## config.mk

```make
export PLATFORM = sky130hd
export DESIGN_NAME = pioc_top
export DESIGN_NICKNAME = d
export VERILOG_FILES = /design/src/pioc_setclr.v /design/src/pioc_infilt.v /design/src/pioc_top.v
export VERILOG_INCLUDE_DIRS = /design/src
export SDC_FILE = /design/constraint.sdc
export NUM_CORES = 1
export LEC_CHECK = 0
export ABC_AREA = 1
export BUFFER_PORTS_ARGS = -buffer_cell sky130_fd_sc_hd__buf_2
export CELL_PAD_IN_SITES_DETAIL_PLACEMENT = 1
export CELL_PAD_IN_SITES_GLOBAL_PLACEMENT = 1
export CORE_MARGIN = 2
export CORE_UTILIZATION = 44
export DETAILED_ROUTE_END_ITERATION = 12
export GPL_TIMING_DRIVEN = 1
export MAX_ROUTING_LAYER = met4
export PLACE_DENSITY_LB_ADDON = 0.1
export RECOVER_POWER = 25
export SETUP_SLACK_MARGIN = 0.15
export SLEW_MARGIN = 20
export SYNTH_ARGS = -nofsm -noshare
export SYNTH_HDL_FRONTEND = slang
export SYNTH_SLANG_ARGS = --single-unit
```

## constraint.sdc

```tcl
create_clock -name aclk -period 3.61 [get_ports aclk]
set_clock_uncertainty 0.2 [all_clocks]
set_input_delay 0.1805 -clock aclk [delete_from_list [all_inputs] [get_ports aclk]]
set_output_delay 0.1805 -clock aclk [all_outputs]
set_load 0.01 [all_outputs]
```

## src/pioc_map.vh

```
// Register map, reset values and widths of the parallel I/O line controller.
// Assumes inclusion by the controller files only; definitions only.
`ifndef PIOC_MAP_VH
`define PIOC_MAP_VH
`define PIOC_OWN_EN     8'h00
`define PIOC_OWN_DIS    8'h04
`define PIOC_OWN_ST     8'h08
`define PIOC_DRV_EN     8'h10
`define PIOC_DRV_DIS    8'h14
`define PIOC_DRV_ST     8'h18
`define PIOC_FLT_EN     8'h20
`define PIOC_FLT_DIS    8'h24
`define PIOC_FLT_ST     8'h28
`define PIOC_OUT_SET    8'h30
`define PIOC_OUT_CLR    8'h34
`define PIOC_OUT_ST     8'h38
`define PIOC_PIN_ST     8'h3c
`define PIOC_IRQ_EN     8'h40
`define PIOC_IRQ_DIS    8'h44
`define PIOC_IRQ_MASK   8'h48
`define PIOC_IRQ_ST     8'h4c
`define PIOC_OD_EN      8'h50
`define PIOC_OD_DIS     8'h54
`define PIOC_OD_ST      8'h58
`define PIOC_PU_DIS     8'h60
`define PIOC_PU_EN      8'h64
`define PIOC_PU_ST      8'h68
`define PIOC_SEL_A      8'h70
`define PIOC_SEL_B      8'h74
`define PIOC_SEL_ST     8'h78
`define PIOC_WM_EN      8'ha0
`define PIOC_WM_DIS     8'ha4
`define PIOC_WM_ST      8'ha8
`define PIOC_ADDR_W     8
`define PIOC_ZERO       32'h00000000
`define PIOC_RESP_OKAY  2'b00
`define PIOC_RESP_SLV   2'b10
`endif

```

## src/pioc_setclr.v

```verilog
// One set/clear status register: a bit set by one write, cleared by another.
// Assumes one-cycle write strobes from the bus slave and a line mask.
`timescale 1ns/1ps
module pioc_setclr #(
   parameter            W     = 32,
   parameter [W-1:0]    RST   = {W{1'b0}},
   parameter [W-1:0]    LINES = {W{1'b1}}
) (
   input  wire          aclk,
   input  wire          aresetn,
   input  wire          set_stb,
   input  wire          clr_stb,
   input  wire [W-1:0]  wdata,
   output wire [W-1:0]  status
);
   reg  [W-1:0] st_q;
   wire [W-1:0] st_d;
   // Bits written 0 keep their value; absent lines are never touched.
   assign st_d = (st_q | ({W{set_stb}} & wdata & LINES)) & ~({W{clr_stb}} & wdata & LINES);
   always @(posedge aclk) begin
      if (!aresetn) begin
         st_q <= RST & LINES;
      end else begin
         st_q <= st_d;
      end
   end
   assign status = st_q;
endmodule

```

## src/pioc_infilt.v

```verilog
// Input sampling stage for the pin level: optional one-cycle glitch filter.
// Assumes pin levels synchronous to aclk, as the pad ring provides.
`timescale 1ns/1ps
module pioc_infilt #(
   parameter            W = 32
) (
   input  wire          aclk,
   input  wire          aresetn,
   input  wire [W-1:0]  pin_in,
   input  wire [W-1:0]  filt_en,
   output wire [W-1:0]  level
);
   reg [W-1:0] s1_q;
   reg [W-1:0] lvl_q;
   // A filtered line follows only a level held for two samples in a row.
   always @(posedge aclk) begin
      if (!aresetn) begin
         s1_q  <= {W{1'b0}};
         lvl_q <= {W{1'b0}};
      end else begin
         s1_q  <= pin_in;
         lvl_q <= (~filt_en & pin_in) | (filt_en & ~(s1_q ^ pin_in) & pin_in) |
                  (filt_en & (s1_q ^ pin_in) & lvl_q);
      end
   end
   assign level = lvl_q;
endmodule

```

## src/pioc_top.v

```verilog
// Top of the parallel I/O line controller: AXI4-Lite slave, line state, pads.
// Assumes pad inputs and peripheral outputs synchronous to aclk.
//
// Notes on behaviour
// - Every register is one 32-bit word, one bit per line.
// - Bits of absent lines ignore writes and read zero.
// - Lines without a peripheral stay controller-owned and read ownership 1.
// - Ownership-enable write gives controller the pins written 1.
// - Ownership-disable write hands pins written 1 to the peripheral.
// - Ownership status resets to a configured value.
// - Ownership 1 means controller drives, 0 means peripheral active.
// - Glitch-filter enable, disable, status at 0x20, 0x24, 0x28; reset zero.
// - Output data status resets zero; direct writes only on masked-in lines.
// - Pin level status returns the live line levels, no fixed reset.
// - Change status resets zero but may already hold changes.
// - Reading change status clears all pending flags at once.
// - First-select clears A/B status bit; second-select sets it.
// - A/B status 0 routes peripheral A output, 1 peripheral B.
// - Pull-up disable, enable, status at 0x60, 0x64, 0x68; reset zero.
// - Write-mask enable, disable, status at 0xa0..0xa8; reset zero.
// - Pin level status sits at 0x3c after output data status.
//
// Design decision made here: register access over AXI4-Lite.
`timescale 1ns/1ps
`include "pioc_map.vh"
module pioc_top #(
   parameter          N        = 32,
   parameter [31:0]   LINES    = 32'hffffffff,
   parameter [31:0]   MUXED    = 32'hffffffff,
   parameter [31:0]   OWN_RST  = 32'hffffffff
) (
   input  wire          aclk,
   input  wire          aresetn,
   input  wire [31:0]   s_axi_awaddr,
   input  wire          s_axi_awvalid,
   output reg           s_axi_awready,
   input  wire [31:0]   s_axi_wdata,
   input  wire [3:0]    s_axi_wstrb,
   input  wire          s_axi_wvalid,
   output reg           s_axi_wready,
   output reg  [1:0]    s_axi_bresp,
   output reg           s_axi_bvalid,
   input  wire          s_axi_bready,
   input  wire [31:0]   s_axi_araddr,
   input  wire          s_axi_arvalid,
   output reg           s_axi_arready,
   output reg  [31:0]   s_axi_rdata,
   output reg  [1:0]    s_axi_rresp,
   output reg           s_axi_rvalid,
   input  wire          s_axi_rready,
   input  wire [31:0]   pin_in,
   output reg  [31:0]   pin_out,
   output reg  [31:0]   pin_oe_n,
   output reg  [31:0]   pin_pullup,
   input  wire [31:0]   periph_a_out,
   input  wire [31:0]   periph_a_oe,
   input  wire [31:0]   periph_b_out,
   input  wire [31:0]   periph_b_oe,
   output reg           irq
);
   // ------------------------------------------------------------------
   // Write channel
   // ------------------------------------------------------------------
   reg  [7:0]  awaddr_q;
   reg  [31:0] wdata_q;
   reg  [3:0]  wstrb_q;
   reg         aw_have_q;
   reg         w_have_q;
   wire        do_wr;
   wire [7:0]  wa;
   wire [31:0] wd;
   wire        wmap;
   wire        wr_full;
   assign do_wr = aw_have_q && w_have_q && !s_axi_bvalid;
   assign wa    = awaddr_q;
   // Partial strobes would break set/clear semantics; only full words act.
   assign wr_full = (wstrb_q == 4'hf);
   assign wd    = wdata_q & LINES;
   always @(posedge aclk) begin
      if (!aresetn) begin
         awaddr_q      <= 8'h00;
         wdata_q       <= `PIOC_ZERO;
         wstrb_q       <= 4'h0;
         aw_have_q     <= 1'b0;
         w_have_q      <= 1'b0;
         s_axi_awready <= 1'b0;
         s_axi_wready  <= 1'b0;
         s_axi_bvalid  <= 1'b0;
         s_axi_bresp   <= `PIOC_RESP_OKAY;
      end else begin
         s_axi_awready <= !aw_have_q && !s_axi_awready && s_axi_awvalid;
         s_axi_wready  <= !w_have_q && !s_axi_wready && s_axi_wvalid;
         if (s_axi_awvalid && s_axi_awready) begin
            awaddr_q  <= s_axi_awaddr[7:0];
            aw_have_q <= 1'b1;
         end
         if (s_axi_wvalid && s_axi_wready) begin
            wdata_q  <= s_axi_wdata;
            wstrb_q  <= s_axi_wstrb;
            w_have_q <= 1'b1;
         end
         if (do_wr) begin
            aw_have_q    <= 1'b0;
            w_have_q     <= 1'b0;
            s_axi_bvalid <= 1'b1;
            s_axi_bresp  <= wmap ? `PIOC_RESP_OKAY : `PIOC_RESP_SLV;
         end else if (s_axi_bvalid && s_axi_bready) begin
            s_axi_bvalid <= 1'b0;
         end
      end
   end
   function wstb;
      input [7:0] off;
      begin
         wstb = do_wr && wr_full && wmap && (wa == off);
      end
   endfunction
   // ------------------------------------------------------------------
   // Write strobes
   // ------------------------------------------------------------------
   // A refused write raises no strobe, so an alias above 0xff changes nothing.
   wire        own_set_stb = wstb(`PIOC_OWN_EN);
   wire        own_clr_stb = wstb(`PIOC_OWN_DIS);
   wire        drv_set_stb = wstb(`PIOC_DRV_EN);
   wire        drv_clr_stb = wstb(`PIOC_DRV_DIS);
   wire        flt_set_stb = wstb(`PIOC_FLT_EN);
   wire        flt_clr_stb = wstb(`PIOC_FLT_DIS);
   wire        msk_set_stb = wstb(`PIOC_IRQ_EN);
   wire        msk_clr_stb = wstb(`PIOC_IRQ_DIS);
   wire        od_set_stb  = wstb(`PIOC_OD_EN);
   wire        od_clr_stb  = wstb(`PIOC_OD_DIS);
   wire        pu_set_stb  = wstb(`PIOC_PU_EN);
   wire        pu_clr_stb  = wstb(`PIOC_PU_DIS);
   wire        sel_set_stb = wstb(`PIOC_SEL_B);
   wire        sel_clr_stb = wstb(`PIOC_SEL_A);
   wire        wm_set_stb  = wstb(`PIOC_WM_EN);
   wire        wm_clr_stb  = wstb(`PIOC_WM_DIS);
   // ------------------------------------------------------------------
   // Line state registers
   // ------------------------------------------------------------------
   wire [31:0] own_st;
   wire [31:0] drv_st;
   wire [31:0] flt_st;
   wire [31:0] od_st;
   wire [31:0] pu_st;
   wire [31:0] sel_st;
   wire [31:0] wm_st;
   wire [31:0] msk_st;
   wire [31:0] own_raw;
   wire [31:0] level;
   reg  [31:0] out_q;
   reg  [31:0] prev_q;
   reg  [31:0] chg_q;
   pioc_setclr #(.W(32), .RST(OWN_RST), .LINES(LINES & MUXED)) u_own (
      .aclk    (aclk),
      .aresetn (aresetn),
      .set_stb (own_set_stb),
      .clr_stb (own_clr_stb),
      .wdata   (wd),
      .status  (own_raw)
   );
   // Unmuxed lines are always controller-owned.
   assign own_st = (own_raw | ~MUXED) & LINES;
   pioc_setclr #(.W(32), .LINES(LINES)) u_drv (
      .aclk    (aclk),
      .aresetn (aresetn),
      .set_stb (drv_set_stb),
      .clr_stb (drv_clr_stb),
      .wdata   (wd),
      .status  (drv_st)
   );
   pioc_setclr #(.W(32), .LINES(LINES)) u_flt (
      .aclk    (aclk),
      .aresetn (aresetn),
      .set_stb (flt_set_stb),
      .clr_stb (flt_clr_stb),
      .wdata   (wd),
      .status  (flt_st)
   );
   pioc_setclr #(.W(32), .LINES(LINES)) u_msk (
      .aclk    (aclk),
      .aresetn (aresetn),
      .set_stb (msk_set_stb),
      .clr_stb (msk_clr_stb),
      .wdata   (wd),
      .status  (msk_st)
   );
   pioc_setclr #(.W(32), .LINES(LINES)) u_od (
      .aclk    (aclk),
      .aresetn (aresetn),
      .set_stb (od_set_stb),
      .clr_stb (od_clr_stb),
      .wdata   (wd),
      .status  (od_st)
   );
   pioc_setclr #(.W(32), .LINES(LINES)) u_pu (
      .aclk    (aclk),
      .aresetn (aresetn),
      .set_stb (pu_set_stb),
      .clr_stb (pu_clr_stb),
      .wdata   (wd),
      .status  (pu_st)
   );
   pioc_setclr #(.W(32), .LINES(LINES)) u_sel (
      .aclk    (aclk),
      .aresetn (aresetn),
      .set_stb (sel_set_stb),
      .clr_stb (sel_clr_stb),
      .wdata   (wd),
      .status  (sel_st)
   );
   pioc_setclr #(.W(32), .LINES(LINES)) u_wm (
      .aclk    (aclk),
      .aresetn (aresetn),
      .set_stb (wm_set_stb),
      .clr_stb (wm_clr_stb),
      .wdata   (wd),
      .status  (wm_st)
   );
   pioc_infilt #(.W(32)) u_in (
      .aclk    (aclk),
      .aresetn (aresetn),
      .pin_in  (pin_in),
      .filt_en (flt_st),
      .level   (level)
   );
   // ------------------------------------------------------------------
   // Output data and input change detection
   // ------------------------------------------------------------------
   wire [31:0] chg_ev;
   wire        isr_rd;
   assign chg_ev = (level ^ prev_q) & LINES;
   always @(posedge aclk) begin
      if (!aresetn) begin
         out_q  <= `PIOC_ZERO;
         prev_q <= `PIOC_ZERO;
         chg_q  <= `PIOC_ZERO;
      end else begin
         prev_q <= level;
         if (wstb(`PIOC_OUT_SET)) begin
            out_q <= out_q | wd;
         end else if (wstb(`PIOC_OUT_CLR)) begin
            out_q <= out_q & ~wd;
         end else if (wstb(`PIOC_OUT_ST)) begin
            out_q <= (out_q & ~wm_st) | (wd & wm_st);
         end
         // A change arriving in the read's own cycle survives the clear.
         if (isr_rd) begin
            chg_q <= chg_ev;
         end else begin
            chg_q <= chg_q | chg_ev;
         end
      end
   end
   // ------------------------------------------------------------------
   // Read channel
   // ------------------------------------------------------------------
   reg  [31:0] rmux;
   reg         rmap;
   assign isr_rd = s_axi_arvalid && s_axi_arready && (s_axi_araddr[7:0] == `PIOC_IRQ_ST) &&
                   (s_axi_araddr[31:8] == 24'h000000);
   always @* begin
      rmap = 1'b1;
      rmux = `PIOC_ZERO;
      case (s_axi_araddr[7:0])
         `PIOC_OWN_ST   : rmux = own_st;
         `PIOC_DRV_ST   : rmux = drv_st;
         `PIOC_FLT_ST   : rmux = flt_st;
         `PIOC_OUT_ST   : rmux = out_q;
         `PIOC_PIN_ST   : rmux = level & LINES;
         `PIOC_IRQ_MASK : rmux = msk_st;
         `PIOC_IRQ_ST   : rmux = chg_q;
         `PIOC_OD_ST    : rmux = od_st;
         `PIOC_PU_ST    : rmux = pu_st;
         `PIOC_SEL_ST   : rmux = sel_st;
         `PIOC_WM_ST    : rmux = wm_st;
         `PIOC_OWN_EN, `PIOC_OWN_DIS, `PIOC_DRV_EN, `PIOC_DRV_DIS, `PIOC_FLT_EN,
         `PIOC_FLT_DIS, `PIOC_OUT_SET, `PIOC_OUT_CLR, `PIOC_IRQ_EN, `PIOC_IRQ_DIS,
         `PIOC_OD_EN, `PIOC_OD_DIS, `PIOC_PU_DIS, `PIOC_PU_EN, `PIOC_SEL_A,
         `PIOC_SEL_B, `PIOC_WM_EN, `PIOC_WM_DIS : rmux = `PIOC_ZERO;
         default        : rmap = 1'b0;
      endcase
      if (s_axi_araddr[31:8] != 24'h000000) begin
         rmap = 1'b0;
         rmux = `PIOC_ZERO;
      end
   end
   reg wmap_r;
   always @* begin
      wmap_r = 1'b1;
      case (wa)
         `PIOC_OWN_EN, `PIOC_OWN_DIS, `PIOC_OWN_ST, `PIOC_DRV_EN, `PIOC_DRV_DIS,
         `PIOC_DRV_ST, `PIOC_FLT_EN, `PIOC_FLT_DIS, `PIOC_FLT_ST, `PIOC_OUT_SET,
         `PIOC_OUT_CLR, `PIOC_OUT_ST, `PIOC_PIN_ST, `PIOC_IRQ_EN, `PIOC_IRQ_DIS,
         `PIOC_IRQ_MASK, `PIOC_IRQ_ST, `PIOC_OD_EN, `PIOC_OD_DIS, `PIOC_OD_ST,
         `PIOC_PU_DIS, `PIOC_PU_EN, `PIOC_PU_ST, `PIOC_SEL_A, `PIOC_SEL_B,
         `PIOC_SEL_ST, `PIOC_WM_EN, `PIOC_WM_DIS, `PIOC_WM_ST : wmap_r = 1'b1;
         default : wmap_r = 1'b0;
      endcase
   end
   reg aw_hi_q;
   always @(posedge aclk) begin
      if (!aresetn) begin
         aw_hi_q <= 1'b0;
      end else if (s_axi_awvalid && s_axi_awready) begin
         aw_hi_q <= (s_axi_awaddr[31:8] != 24'h000000);
      end
   end
   assign wmap = wmap_r && !aw_hi_q;
   always @(posedge aclk) begin
      if (!aresetn) begin
         s_axi_arready <= 1'b0;
         s_axi_rvalid  <= 1'b0;
         s_axi_rdata   <= `PIOC_ZERO;
         s_axi_rresp   <= `PIOC_RESP_OKAY;
      end else begin
         s_axi_arready <= !s_axi_arready && !s_axi_rvalid && s_axi_arvalid;
         if (s_axi_arvalid && s_axi_arready) begin
            s_axi_rvalid <= 1'b1;
            s_axi_rdata  <= rmux;
            s_axi_rresp  <= rmap ? `PIOC_RESP_OKAY : `PIOC_RESP_SLV;
         end else if (s_axi_rvalid && s_axi_rready) begin
            s_axi_rvalid <= 1'b0;
         end
      end
   end
   // ------------------------------------------------------------------
   // Pads and interrupt
   // ------------------------------------------------------------------
   wire [31:0] p_oe;
   wire [31:0] drv_val;
   wire [31:0] drv_on;
   assign drv_val = (own_st & out_q) |
                    (~own_st & ((~sel_st & periph_a_out) | (sel_st & periph_b_out)));
   assign p_oe    = (own_st & drv_st) |
                    (~own_st & ((~sel_st & periph_a_oe) | (sel_st & periph_b_oe)));
   // Open-drain lines only pull low; a high level is left to the pull-up.
   assign drv_on  = p_oe & ~(od_st & drv_val) & LINES;
   always @(posedge aclk) begin
      if (!aresetn) begin
         pin_out    <= `PIOC_ZERO;
         pin_oe_n   <= 32'hffffffff;
         pin_pullup <= `PIOC_ZERO;
         irq        <= 1'b0;
      end else begin
         pin_out    <= drv_val & LINES;
         pin_oe_n   <= ~drv_on;
         pin_pullup <= pu_st;
         irq        <= |(chg_q & msk_st);
      end
   end
endmodule

```

==> metrics.csv <==
metric;value;unit
worst_slew_pin_slew;2.34;ns
route.detailed.vias_per_inst;5.71;
ys_top_cells_by_area;sky130_fd_sc_hd__dfxtp_1 (45%), sky130_fd_sc_hd__nand2_1 (11%), sky130_fd_sc_hd__o21ai_0 (9.2%);
post-route-cell-area;34200;um^2
hp-class;input pin to flop;
grt_start_max_net_pins;124;
worst_path_largest_cell_delay;1.67;ns
route.detailed.wl_per_inst;22.2;um
status;complete, but fails checks;
multi_input_area;12200;um^2
max-vdd-ir-drop;0.000336;V
maxSlewHeadroom;-0.560;
routed_wirelength;118000;um
clkPwrFrac;0.477;
max-cap-violations;5;
setup.worst_path.end_class;flop;
final.period_utilization;0.922;
arrival;3.65;ns
worstSkewPairLatency;0.61;ns
setup-violations-final;0;
synth.yosys.warnings;0;
achievable-frequency;300;MHz
finalWorstPathRequiredPeriod;3.33;ns
synth_top_family_by_area;simple AND/OR/NAND/NOR gates;
cell_by_cell_trace_of_the_critical_path;dlygate4sd3_1 > buf_8 > buf_2 > o21ai_0 > a21oi_1;
cp-start-kind;input pin;
critPathBufInv;3;
cpMaxStageDelayCell;sky130_fd_sc_hd__buf_2;
cts_max_path_buffers;3;
critical_path_class;input pin to flop;
io-pin-count;405;
power-per-cell-area;434;nW/um^2
clockRootBuffer;sky130_fd_sc_hd__clkbuf_16;
synth_seq_area_share;0.445;
pre_cts_ws;0.551;ns
final_net_count;4738;
syn2layout_area_growth;27.1;%
placement.cell_area;29600;um^2
fillerInstances;7911;
finalMaxSlewViolations;378;
core_rows;90;
clk_transition_reported_paths;0.06;ns
timing.final.hold_violations;0;
failed_checks;capacitance limit, slew limit;
cell_leakage_power;14.3;nW
p_int;11.3;mW
syn_avg_cell_area;6.82;um^2
cp_data_required_time;3.93;ns
core_area;60500;um^2
setup_total_negative_slack;0;ns
synthDominantAreaCellType;sky130_fd_sc_hd__dfxtp_1;
power.sequential.fraction;0.461;
grt_setup_unrepaired;no;
postLayoutSetupSlackWorst;0.281;ns
leading_cell_type_in_the_layout_fill_and_taps_excluded;sky130_fd_sc_hd__nand2_1;
grt_first_pass_wirelength;181000;um
post_cts.resized_instances;0;
share_of_total_power_in_combinational_logic;0.062;
synth-seq-cells;599;
drive_gt1_frac;0.106;
compound_gate_fraction_of_synth_area;0.210;
power.switching_fraction;0.240;
dieHeight;251;um
floorplan.die.width;251;um
drtIter0Drc;2405;
placement.io_buffers;402;
tritoncts;done;
synth_cell_types;36;
synth-adder-area-share;0;
gr-total-overflow;0;
design.die.area;63200;um^2
synth.top_cell.area_share;0.445;
cts.sink_count;599;
cell_count_after_synthesis;3945;
yosys-mux-area-fraction;0;
final.hold.worst_slack;0.0592;ns
synthXorXnorAreaFrac;0.0104;
vias_in_the_first_global_route;31200;
initial_antenna_violation_count;6;
htreeDepth;3;
layout_common_cells;sky130_fd_sc_hd__nand2_1 (791), sky130_fd_sc_hd__dfxtp_1 (599), sky130_fd_sc_hd__o21ai_0 (495);
groute.usage.overall;0.377;
drt_drc_violations_left;0;
ant_nets;0;
final_core_utilization;0.566;
power.switching;3.56;mW
cts_buffers;67;
gp_congestion;0.861;
floorplan.initialDensity;0.445;
mappedNetlistArea;26900;um^2
route.vias.total;30300;
drt-pass1-iter-count;6;
area.sequential;12000;um^2
synth_simple_gate_area_frac;0.228;
post-dp-hpwl;71300;um
cp_top_family;buffers and inverters;
crit_fanout;123;
worst reg2reg max path, cell delays in order (launching register included):
cell and delay, ns:
sky130_fd_sc_hd__dfxtp_1 0.36, sky130_fd_sc_hd__nand2_1 1.27, sky130_fd_sc_hd__o21ai_0 0.61, sky130_fd_sc_hd__dlygate4sd3_1 0.61, sky130_fd_sc_hd__a21oi_1 0.05
routing by layer:
| metal | track usage | vias up | routed length [um] |
|---|---|---|---|
| li1 | - | 13800 | - |
| met1 | 0.458 | 14900 | 48000 |
| met2 | 0.634 | 1239 | 57000 |
| met3 | 0.0547 | 299 | 8250 |
| met4 | 0.141 | 0 | 4510 |
| met5 | - | - | 0 |
cell type report:
type	instances	share of cell area
Antenna cell	6	0.000439
Clock buffer	98	0.0584
Clock inverter	17	0.00644
Inverter	482	0.0530
Multi-Input combinational cell	2602	0.357
Sequential cell	599	0.350
Tap cell	782	0.0286
Timing Repair Buffer	719	0.145
power by group through the flow:
| stage | Clock (mW) | Combinational, mW | Sequential [mW] |
|---|---|---|---|
| 2_1_floorplan | 0 | 0.445 | 6.91 |
| 3_3_place_gp | 0 | 0.727 | 6.98 |
| 3_5_place_dp | 0 | 0.744 | 6.98 |
| 4_1_cts | 7.10 | 0.886 | 6.84 |
| 5_1_grt | 7.38 | 0.999 | 6.85 |
| 6_report | 7.07 | 0.922 | 6.84 |
worst paths after layout:
kind                    start       endpoint  slack, ns  depth (start not counted)
min reg2reg         aw_have_q  s_axi_awready       0.23                          1
min          periph_b_out[31]    pin_out[31]       0.06                          5
max                   aresetn    awaddr_q[2]       0.28                          5
max reg2reg      s_axi_wready          wd[0]       0.29                          4
synthesized netlist by cell type:
library cell / n
sky130_fd_sc_hd__nand2_1: 804
sky130_fd_sc_hd__dfxtp_1: 599
sky130_fd_sc_hd__o21ai_0: 495
sky130_fd_sc_hd__inv_1: 475
sky130_fd_sc_hd__nor2_1: 421
sky130_fd_sc_hd__a21oi_1: 369
sky130_fd_sc_hd__nand3_1: 244
sky130_fd_sc_hd__clkbuf_1: 215
sky130_fd_sc_hd__o22ai_1: 83
sky130_fd_sc_hd__o211ai_1: 65
sky130_fd_sc_hd__xnor2_1: 32
sky130_fd_sc_hd__a21boi_0: 31
sky130_fd_sc_hd__buf_2: 31
sky130_fd_sc_hd__buf_1: 11
sky130_fd_sc_hd__nor3_1: 11
sky130_fd_sc_hd__nor4_1: 10
sky130_fd_sc_hd__nand4_1: 9
sky130_fd_sc_hd__buf_4: 6
sky130_fd_sc_hd__inv_2: 6
sky130_fd_sc_hd__nor2_2: 6
sky130_fd_sc_hd__a221oi_1: 4
sky130_fd_sc_hd__a211oi_1: 2
sky130_fd_sc_hd__nand2_2: 2
sky130_fd_sc_hd__nor2_4: 2
sky130_fd_sc_hd__a22o_1: 1
sky130_fd_sc_hd__clkinv_1: 1
sky130_fd_sc_hd__conb_1: 1
sky130_fd_sc_hd__nand3_4: 1
sky130_fd_sc_hd__nand3b_1: 1
sky130_fd_sc_hd__nor3_2: 1
sky130_fd_sc_hd__nor3_4: 1
sky130_fd_sc_hd__nor3b_2: 1
sky130_fd_sc_hd__o211a_1: 1
sky130_fd_sc_hd__o211ai_2: 1
sky130_fd_sc_hd__o21ai_1: 1
sky130_fd_sc_hd__or2_2: 1
cell families (layout without fill, tap and decap cells):
group | count (synthesis) | after routing
xor gates and xnor gates | 32 | 32
AOI/OAI and AO/OA | 1053 | 1053
and+or+nand+nor | 1515 | 1515
buffers and inverters | 745 | 1316
DFF | 599 | 599
other | 1 | 8
through the flow:
step	total power, mW	cells
finish	14.8	5305
global route	15.2	5305
CTS	14.8	5299
detailed placement	7.73	4930
global placement	7.71	4930
floorplan	7.36	3946
flip-flops by register name, indices dropped and copies added (netlist names), 4 cells and up, named ones only:
register / count
chg_q: 32
pin_oe_n: 32
pin_out: 32
pin_pullup: 32
prev_q: 32
s_axi_rdata: 32
u_drv.status: 32
u_flt.status: 32
u_in.level: 32
u_in.s1_q: 32
u_msk.status: 32
u_od.status: 32
u_own.status: 32
u_pu.status: 32
u_sel.status: 32
u_wm.status: 32
wd: 32
awaddr_q: 8
wstrb_q: 4
what timing repair did:
| item | 4_1_cts | 5_1_grt |
|---|---|---|
| setup buffers | 0 | 0 |
| hold buffers | 254 | 0 |
| hold endpoints to repair | 217 | 0 |
Power figures use the tool's default switching activity.
